`config.mk`:
```
export PLATFORM = sky130hd
export DESIGN_NAME = q15_fractional_mac_unit
export DESIGN_NICKNAME = d
export VERILOG_FILES = /design/src/logic/q15_mac_pkg.sv /design/src/logic/q15_fractional_mac_unit.sv
export SDC_FILE = /design/constraint.sdc
export NUM_CORES = 2
export LEC_CHECK = 0
export ABC_CLOCK_PERIOD_IN_PS = 7820
export BUFFER_PORTS_ARGS = -buffer_cell sky130_fd_sc_hd__buf_2
export CAP_MARGIN = 20
export CORE_ASPECT_RATIO = 1.25
export CORE_MARGIN = 2
export CORE_UTILIZATION = 59
export DETAILED_ROUTE_END_ITERATION = 8
export GPL_ROUTABILITY_DRIVEN = 0
export HOLD_SLACK_MARGIN = 0.15
export PLACE_DENSITY = 0.76
export REMOVE_ABC_BUFFERS = 1
export SYNTH_ARGS = -nofsm -noshare
export SYNTH_HDL_FRONTEND = slang
export SYNTH_SLANG_ARGS = --single-unit
export TNS_END_PERCENT = 10
```
`constraint.sdc`:
```
create_clock -name pclk -period 7.82 [get_ports pclk]
set_input_delay 0.391 -clock pclk [delete_from_list [all_inputs] [get_ports pclk]]
set_output_delay 0.391 -clock pclk [all_outputs]
set_load 0.05 [all_outputs]
```
`src/logic/q15_mac_pkg.sv`:
```
// q15_mac_pkg: shared constants, types and arithmetic helpers for the
// fractional multiply-accumulate unit.
// assumes a 32-bit apb slave with byte addresses in the low eight bits.
package q15_mac_pkg;

	// apb register map, byte addresses
	localparam logic [7:0] CMD_OFF         = 8'h00; // command, a write launches an operation
	localparam logic [7:0] OPERAND_ONE_OFF = 8'h04; // first source operand
	localparam logic [7:0] OPERAND_TWO_OFF = 8'h08; // second source operand
	localparam logic [7:0] RESULT_OFF      = 8'h0c; // destination word of accumulator reads
	localparam logic [7:0] SPCTRL_OFF      = 8'h10; // signal_proc_control, read only
	localparam logic [7:0] CONFIG_OFF      = 8'h14; // dsp enable and isa_revision_field
	localparam logic [7:0] STATUS_OFF      = 8'h18; // sticky events, cleared by a read
	localparam logic [7:0] MASK_OFF        = 8'h1c; // interrupt mask, same layout

	// command field layout
	localparam int CMD_IDX_LSB  = 0; // sum_register_index, two bits
	localparam int CMD_SIDE_BIT = 2; // 0 left halfwords, 1 right halfwords
	localparam int CMD_MODE_BIT = 3; // 0 wrapping, 1 clamping
	localparam int CMD_KIND_LSB = 4; // operation group, two bits

	// config field layout
	localparam int CFG_EN_BIT  = 0; // dsp resources enabled
	localparam int CFG_REV_LSB = 1; // isa_revision_field, three bits

	// signal_proc_control layout
	localparam int OUFLAG_LSB = 16; // overflow_sticky_bits 19..16

	// status and mask bits
	localparam int ST_DONE    = 0; // an operation finished
	localparam int ST_OVF     = 1; // saturation or overflow happened
	localparam int ST_DSP_OFF = 2; // access check refused the operation
	localparam int ST_RSVD    = 3; // reserved operation group

	// numeric constants
	localparam logic [15:0] Q15_NEG_ONE   = 16'h8000;
	localparam logic [31:0] Q31_MAX       = 32'h7fffffff;
	localparam logic [31:0] Q31_MIN       = 32'h80000000;
	localparam logic [2:0]  REV_CHECK_MIN = 3'h2; // revision from which index-0 reads are checked; other indices always are
	localparam logic        CFG_EN_RST    = 1'h1; // dsp enabled out of reset
	localparam logic [2:0]  CFG_REV_RST   = 3'h0;

	// operation groups
	typedef enum logic [1:0] {
		K_MAC    = 2'b00, // q15_mult_{left,right}_{wrap,clamp}
		K_UPPER  = 2'b01, // read_upper_sum
		K_BOTTOM = 2'b10, // read_bottom_sum
		K_RSVD   = 2'b11  // reserved instruction
	} kind_e;

	// fractional_halfword_product: q15 x q15 into q31, with the -1 x -1 clamp
	function automatic logic [31:0] fractional_halfword_product(input logic [15:0] a,
		input logic [15:0] b);
		logic signed [31:0] p;
		p = $signed(a) * $signed(b);
		if (a == Q15_NEG_ONE && b == Q15_NEG_ONE) begin
			return Q31_MAX;
		end
		return {p[30:0], 1'b0};
	endfunction : fractional_halfword_product

	// sign extension of a q31 word into a 64-bit accumulator value
	function automatic logic [63:0] sext64(input logic [31:0] v);
		return {{32{v[31]}}, v};
	endfunction : sext64

endpackage : q15_mac_pkg

```
`src/logic/q15_fractional_mac_unit.sv`:
```
// q15_fractional_mac_unit: four 64-bit accumulators with q15 fractional
// multiply-accumulate, accumulator word reads and sticky overflow flags.
// assumes an apb master on pclk; operands and commands arrive as registers.
//
// Functional notes
// - left variants multiply upper halfwords, shift one
// - right variants multiply lower halfwords, shift one
// - both halfwords 0x8000 give 0x7fffffff product
// - wrapping adds sign-extended product, keeps 64 bits
// - clamping stores 0x7fffffff or 0x80000000 sign-extended
// - clamp when sum bit 32 differs bit 31
// - two-bit index selects one of four accumulators
// - saturation sets overflow bit 16 plus index
// - no data-dependent exceptions, flags only
// - access check precedes every multiply-accumulate
// - read_upper_sum copies accumulator bits 63..32
// - read_bottom_sum copies accumulator bits 31..0
// - reads stall until pending accumulate is written
`timescale 1ns/1ps
`default_nettype none

module q15_fractional_mac_unit
	import q15_mac_pkg::*;
(
	input  wire logic        pclk,
	input  wire logic        presetn,
	input  wire logic        psel,
	input  wire logic        penable,
	input  wire logic        pwrite,
	input  wire logic [7:0]  paddr,
	input  wire logic [31:0] pwdata,
	output var  logic [31:0] prdata,
	output var  logic        pready,
	output var  logic        pslverr,
	output var  logic        irq
);

	// datapath sequencer states
	typedef enum logic [1:0] {
		S_IDLE = 2'b00, // ready for a command
		S_MUL  = 2'b01, // product being formed
		S_ACC  = 2'b10  // accumulate pending, reads interlock
	} state_e;

	// every flip-flop of the block
	typedef struct packed {
		state_e          state;    // sequencer
		logic [3:0][63:0] acc;     // upper_sum_word in 63..32, bottom_sum_word in 31..0
		logic [31:0]     op_one;   // operand_one
		logic [31:0]     op_two;   // operand_two
		logic [1:0]      idx;      // latched sum_register_index
		logic            side;     // latched element side
		logic            mode;     // latched accumulation mode
		logic [31:0]     prod;     // q31 intermediate
		logic            prod_sat; // intermediate was clamped
		logic [3:0]      ouflag;   // overflow_sticky_bits
		logic [31:0]     result;   // destination word of reads
		logic            dsp_en;   // dsp resources enabled
		logic [2:0]      isa_rev;  // isa_revision_field
		logic [3:0]      status;   // sticky events
		logic [3:0]      mask;     // interrupt enables
		logic [31:0]     prdata;   // apb read data
		logic            pready;   // apb ready
		logic            pslverr;  // apb error
		logic            irq;      // interrupt level
	} state_s;

	state_s r_reg;  // registered state
	state_s r_next; // next state

	// true for every offset this slave answers
	function automatic logic addr_mapped(input logic [7:0] a);
		return (a == CMD_OFF) || (a == OPERAND_ONE_OFF) || (a == OPERAND_TWO_OFF) ||
			(a == RESULT_OFF) || (a == SPCTRL_OFF) || (a == CONFIG_OFF) ||
			(a == STATUS_OFF) || (a == MASK_OFF);
	endfunction : addr_mapped

	// read data mux, shared by the answer and the clear-on-read path
	function automatic logic [31:0] read_word(input state_s s, input logic [7:0] a);
		logic [31:0] w;
		w = 32'h00000000;
		unique case (a)
			CMD_OFF:         w = 32'h00000000;
			OPERAND_ONE_OFF: w = s.op_one;
			OPERAND_TWO_OFF: w = s.op_two;
			RESULT_OFF:      w = s.result;
			SPCTRL_OFF:      w[OUFLAG_LSB +: 4] = s.ouflag;
			CONFIG_OFF: begin
				w[CFG_EN_BIT] = s.dsp_en;
				w[CFG_REV_LSB +: 3] = s.isa_rev;
			end
			STATUS_OFF:      w[3:0] = s.status;
			MASK_OFF:        w[3:0] = s.mask;
			default:         w = 32'h00000000;
		endcase
		return w;
	endfunction : read_word

	// command fields as presented on the bus
	logic [1:0]  cmd_idx;  // index of the command being written
	kind_e       cmd_kind; // operation group of the command
	logic        setup_ok; // access phase may be answered
	logic        complete; // transfer completes at this edge
	logic        read_chk; // accumulator read needs the access check
	logic [15:0] half_a;   // selected halfword of operand_one
	logic [15:0] half_b;   // selected halfword of operand_two
	logic [63:0] sum;      // accumulator plus sign-extended product
	logic        ovf;      // clamping overflow detected
	logic [31:0] clamp_val; // word stored in clamping mode
	logic [3:0]  st_set;   // status bits set this cycle
	logic [3:0]  st_clr;   // status bits cleared by a read

	assign cmd_idx  = pwdata[CMD_IDX_LSB +: 2];
	assign cmd_kind = kind_e'(pwdata[CMD_KIND_LSB +: 2]);
	// a command write waits for the pending accumulate; this is the interlock
	assign setup_ok = !(pwrite && paddr == CMD_OFF && r_reg.state != S_IDLE);
	assign complete = psel && penable && r_reg.pready;
	assign read_chk = (cmd_idx != 2'b00) || (r_reg.isa_rev >= REV_CHECK_MIN);
	// element side picks the halfword pair
	assign half_a = r_reg.side ? r_reg.op_one[15:0] : r_reg.op_one[31:16];
	assign half_b = r_reg.side ? r_reg.op_two[15:0] : r_reg.op_two[31:16];
	assign sum = r_reg.acc[r_reg.idx] + sext64(r_reg.prod);
	assign ovf = sum[32] != sum[31];
	// the sign of the full sum tells positive from negative overflow
	assign clamp_val = ovf ? (sum[63] ? Q31_MIN : Q31_MAX) : sum[31:0];

	// next-state logic for bus, sequencer and flags
	always_comb begin
		r_next = r_reg;
		st_set = 4'h0;
		st_clr = 4'h0;
		r_next.pready = 1'b0;
		r_next.pslverr = 1'b0;

		// first access cycle: prepare the answer, raise ready one edge later
		if (psel && penable && !r_reg.pready && setup_ok) begin
			r_next.pready = 1'b1;
			r_next.pslverr = !addr_mapped(paddr);
			r_next.prdata = pwrite ? 32'h00000000 : read_word(r_reg, paddr);
		end

		// completion edge: writes take effect, status reads clear what they showed
		if (complete && !r_reg.pslverr) begin
			if (pwrite) begin
				unique case (paddr)
					CMD_OFF: begin
						unique case (cmd_kind)
							K_MAC: begin
								if (!r_reg.dsp_en) begin
									st_set[ST_DSP_OFF] = 1'b1;
								end else begin
									r_next.idx = cmd_idx;
									r_next.side = pwdata[CMD_SIDE_BIT];
									r_next.mode = pwdata[CMD_MODE_BIT];
									r_next.state = S_MUL;
								end
							end
							K_UPPER, K_BOTTOM: begin
								if (read_chk && !r_reg.dsp_en) begin
									st_set[ST_DSP_OFF] = 1'b1;
								end else begin
									// reads touch neither accumulators nor flags
									r_next.result = (cmd_kind == K_UPPER) ?
										r_reg.acc[cmd_idx][63:32] :
										r_reg.acc[cmd_idx][31:0];
									st_set[ST_DONE] = 1'b1;
								end
							end
							K_RSVD:  st_set[ST_RSVD] = 1'b1;
						endcase
					end
					OPERAND_ONE_OFF: r_next.op_one = pwdata;
					OPERAND_TWO_OFF: r_next.op_two = pwdata;
					CONFIG_OFF: begin
						r_next.dsp_en = pwdata[CFG_EN_BIT];
						r_next.isa_rev = pwdata[CFG_REV_LSB +: 3];
					end
					MASK_OFF:        r_next.mask = pwdata[3:0];
					default:         r_next.mask = r_reg.mask; // read-only words
				endcase
			end else if (paddr == STATUS_OFF) begin
				st_clr = r_reg.prdata[3:0];
			end
		end

		// datapath sequencer
		unique case (r_reg.state)
			S_IDLE: r_next.state = r_next.state;
			S_MUL: begin
				r_next.prod = fractional_halfword_product(half_a, half_b);
				r_next.prod_sat = (half_a == Q15_NEG_ONE) && (half_b == Q15_NEG_ONE);
				r_next.state = S_ACC;
			end
			S_ACC: begin
				if (r_reg.mode) begin
					r_next.acc[r_reg.idx] = sext64(clamp_val);
				end else begin
					r_next.acc[r_reg.idx] = sum;
				end
				// overflow only marks flags, never an exception
				if (r_reg.prod_sat || (r_reg.mode && ovf)) begin
					r_next.ouflag[r_reg.idx] = 1'b1;
					st_set[ST_OVF] = 1'b1;
				end
				st_set[ST_DONE] = 1'b1;
				r_next.state = S_IDLE;
			end
			default: r_next.state = S_IDLE;
		endcase

		// set wins over a clear in the same cycle
		r_next.status = (r_reg.status & ~st_clr) | st_set;
		r_next.irq = |(r_next.status & r_next.mask);
	end

	// state register
	always_ff @(posedge pclk or negedge presetn) begin
		if (!presetn) begin
			r_reg <= '0;
			r_reg.dsp_en <= CFG_EN_RST;
			r_reg.isa_rev <= CFG_REV_RST;
		end else begin
			r_reg <= r_next;
		end
	end

	assign prdata  = r_reg.prdata;
	assign pready  = r_reg.pready;
	assign pslverr = r_reg.pslverr;
	assign irq     = r_reg.irq;

	// assertion helpers
	logic signed [31:0] left_raw;  // plain product of the upper halfwords
	logic signed [31:0] right_raw; // plain product of the lower halfwords
	logic               cmd_done;  // a command write completes
	assign left_raw  = $signed(r_reg.op_one[31:16]) * $signed(r_reg.op_two[31:16]);
	assign right_raw = $signed(r_reg.op_one[15:0]) * $signed(r_reg.op_two[15:0]);
	assign cmd_done  = complete && !r_reg.pslverr && pwrite && paddr == CMD_OFF;

	// an accumulate touches only the accumulator that its index names
	for (genvar k = 0; k < 4; k++) begin : g_acc_guard

	end
endmodule : q15_fractional_mac_unit

`default_nettype wire

```
==> impl_metrics.py <==
metrics = {
    "outcome": {
        "status": "complete, no violations",
    },
    "cts": {
        "cts-root-buf": "clkbuf_16",
        "post_cts_setup_bufs": 0,
        "clk_path_buf_depth": 3,
        "clkLatencyLatePin_ns": 0.62,
        "cts_htree_levels": 2,
        "cts_tree": "built",
        "clock-sinks": 441,
        "cts_bufs_inserted": 46,
        "register_clock_pin_slew_on_the_reported_worst_setup_and_hold_paths_ns": 0.07,
    },
    "setup_path": {
        "critPathMaxFanout": 29,
        "critPathRequiredTime_ns": 8.28,
        "worst_setup_path_end_kind": "register",
        "start_kind": "register",
        "timing.setup.critical_path_class": "register to register",
        "worstPathArrival_ns": 7.70,
    },
    "global_route": {
        "globalRouteMet3Util_pct": 8.82,
        "top_usage_layer": "met2",
        "met2_capacity_usage_during_global_routing_pct": 57.4,
        "grt_first_pass_wirelength_um": 172000,
        "maximum_number_of_pins_on_one_net_before_global_route_repair": 161,
        "global_route.overflow_total": 0,
        "met1_usage_pct": 44.4,
        "grt_antenna_before_repair": 2,
        "gr-usage-all-layers_pct": 36.5,
        "first_global_vias": 29000,
    },
    "placed_design": {
        "dp_hpwl_um": 80600,
        "place_area_um2": 36300,
        "placed_cells": 4151,
        "portBuffers": 79,
        "dpl_worst_slack_ns": 0.503,
    },
    "cells_and_area": {
        "areaGrowthSynthToFinish_pct": 8.37,
        "multi_input_area_um2": 22100,
        "register_area_um2": 11000,
        "layout.nets": 3919,
        "final_cells": 4272,
        "share_of_the_core_filled_with_cells_pct": 64.5,
        "final_design_area_no_fill_um2": 38200,
        "largest_register_ffs": 406,
        "n_fill_cell": 4698,
        "layout-drive-gt1-share_pct": 14.8,
    },
    "synth": {
        "postSynth.topFlopCell": "dfrtp_1",
        "synth_largest_type_area_fraction_pct": 31.2,
        "async_flop_share_pct": 100,
        "synth_enable_flop_cells": 0,
        "number_of_standard_cells_after_synthesis": 3457,
        "synth-xor-area-share_pct": 2.37,
        "synthesis.area_um2": 35300,
        "combinational_family_with_the_most_area_after_synthesis": "adder cells",
        "ys_warn_count": 0,
        "synthAdderAreaFrac_pct": 19.8,
        "synth_largest_area_cell": "dfrtp_1",
        "synthTopCellsByArea": "dfrtp_1 31%, fa_1 15%, mux4_2 8.2%",
        "synth_common_cells": "440 x dfrtp_1, 334 x nor2_1, 317 x inv_1, 314 x nand2_1, 259 x a21oi_1",
        "synthesis.area_per_instance_um2": 10.2,
        "synth.most_common_cell": "dfrtp_1",
        "synth_cell_types": 84,
        "synth.area.mux_share_pct": 14.1,
        "synth.yosys.seq_area_share_pct": 31.3,
        "postSynthRegisterBits": 441,
        "synth_compound_area_share_pct": 16.0,
        "yosys.area_share.simple_pct": 10.0,
    },
    "drt": {
        "num_vias": 28600,
        "drc": 0,
        "drt-wirelength-per-cell_um": 26.1,
        "antenna_left": 0,
        "avgViaCountPerCell": 6.70,
        "drt_first_iter_violations": 3258,
        "routed_wl_um": 112000,
        "firstDrtPassIters": 6,
    },
    "floorplan": {
        "io_pins": 80,
        "floorplan.die.height_um": 277,
        "core_area_um2": 59300,
        "rows": 100,
        "die_area_um2": 61800,
        "die_x_um": 223,
        "initial_core_util_pct": 59.5,
    },
    "timing": {
        "setup_tns_ns": 0,
        "max_slew_headroom_at_the_worst_pin_pct": 23.5,
        "min_period_over_period_pct": 92.6,
        "final_critical_path_setup_slack_ns": 0.582,
        "finalMaxSlewViolations": 0,
        "max_slew.worst_pin.slew_ns": 1.15,
        "timing.fmax_ghz": 0.138,
        "rsz0062_at_grt": "no",
        "finalSetupViolCount": 0,
        "finClkSkew_ns": 0.0415,
        "min_tclk_post_route_ns": 7.24,
        "timing_hold_violations_final": 0,
    },
    "pwr": {
        "vdd_drop_max_v": 0.000151,
        "power_density_nw_per_um2": 123,
        "static-leakage-power_nw": 18.0,
    },
    "worst_hold_path": {
        "hold_path.class": "input pin to register",
    },
    "run": {
        "max_cap_violations": 0,
    },
}
## final cells by class
cell class / instances / share of cell area (%)
clock inverters: 15 / 0.533
repair buffers: 195 / 3.76
well taps: 765 / 2.50
clock buffers: 68 / 3.49
diodes: 2 / 0.0131
inverters: 317 / 3.11
flip-flops and latches: 441 / 28.9
multi-input cells: 2469 / 57.7
## report_power, final
part	internal, W	switching (W)
clock network	0.00126	0.000999
logic	0.0000492	0.000106
registers	0.00228	0.00000227
total	0.00360	0.00111
## cells by family after synthesis
| family | Yosys count |
|---|---|
| AO/OA/AOI/OAI | 826 |
| XOR/XNOR | 91 |
| AND/OR/NAND/NOR | 825 |
| flip-flops | 441 |
| buffers and inverters | 547 |
| adder cells (fa/ha/maj) | 404 |
| multiplexers | 323 |
## through the flow
step,hold WS [ns],total power [W]
final,0.206,0.00470
after global placement,0.468,0.00247
after CTS,0.173,0.00472
after floorplan,0.0954,0.00237
after global routing,0.196,0.00482
after detailed placement,0.476,0.00247
## cells in the final DEF, fill, tap and decap left out, types with 17 or more instances in the layout
cell           instances
mux2i_1               93
dfrtp_1              436
nand3_1               26
dlygate4sd3_1         33
a31oi_1               39
inv_1                317
ha_1                 146
a22o_1                32
nand2b_1              18
a21oi_1              259
o22a_1               137
mux2_2               102
o211ai_1              53
xnor2_1               59
buf_2                 77
a21o_1                34
a22oi_1               17
nor2_1               331
o21ai_0               95
mux4_2               128
fa_1                 257
a211oi_1              18
xor2_1                29
nand2_1              314
clkbuf_16             46
nand4_1               20
buf_4                 77
nor3_1                27
## worst paths after layout
kind                                              from                endpoint  slack, ns  cells after the start
worst min register to register  r_reg[440]$_DFFE_PN0P_  r_reg[440]$_DFFE_PN0P_       0.49                      1
worst max-delay path            r_reg[117]$_DFFE_PN0P_  r_reg[114]$_DFFE_PN0N_       0.58                     23
worst max register to register  r_reg[117]$_DFFE_PN0P_  r_reg[114]$_DFFE_PN0N_       0.58                     23
worst min-delay path                          paddr[0]       pslverr$_DFF_PN0_       0.21                      3
min in group asynchronous                      presetn  r_reg[214]$_DFFE_PN0P_       0.44                      2
max in group asynchronous                      presetn   r_reg[46]$_DFFE_PN1P_       5.58                      4
## routing by layer
| metal | wire length (um) | vias up |
|---|---|---|
| li1 | - | 12200 |
| met5 | 27 | - |
| met3 | 11500 | 505 |
| met4 | 9460 | 4 |
| met1 | 39300 | 14200 |
| met2 | 51400 | 1719 |
## worst max-delay path, stage by stage (launching register included)
cell and delay, ns:
dfrtp_4 0.70, buf_4 0.31, mux2i_1 0.22, buf_4 0.21
nor2_1 0.07, fa_1 0.69, inv_1 0.11, fa_1 0.47
inv_1 0.34, fa_1 0.52, fa_1 0.55, fa_1 0.51
inv_1 0.06, fa_1 0.48, inv_1 0.05, ha_1 0.32
a21o_1 0.21, a21oi_1 0.14, nor2_1 0.05, nor2_1 0.12
nor2_1 0.08, or3_1 0.38, a2111oi_0 0.40, nor4_1 0.09
## what timing repair did
item / 4_1_cts / 5_1_grt
hold buffers: 33 / 0
gates resized for setup: 0 / 1
endpoints found under the hold margin: 172 / 0
setup endpoints to repair: 0 / 1
Power figures use the tool's default switching activity.
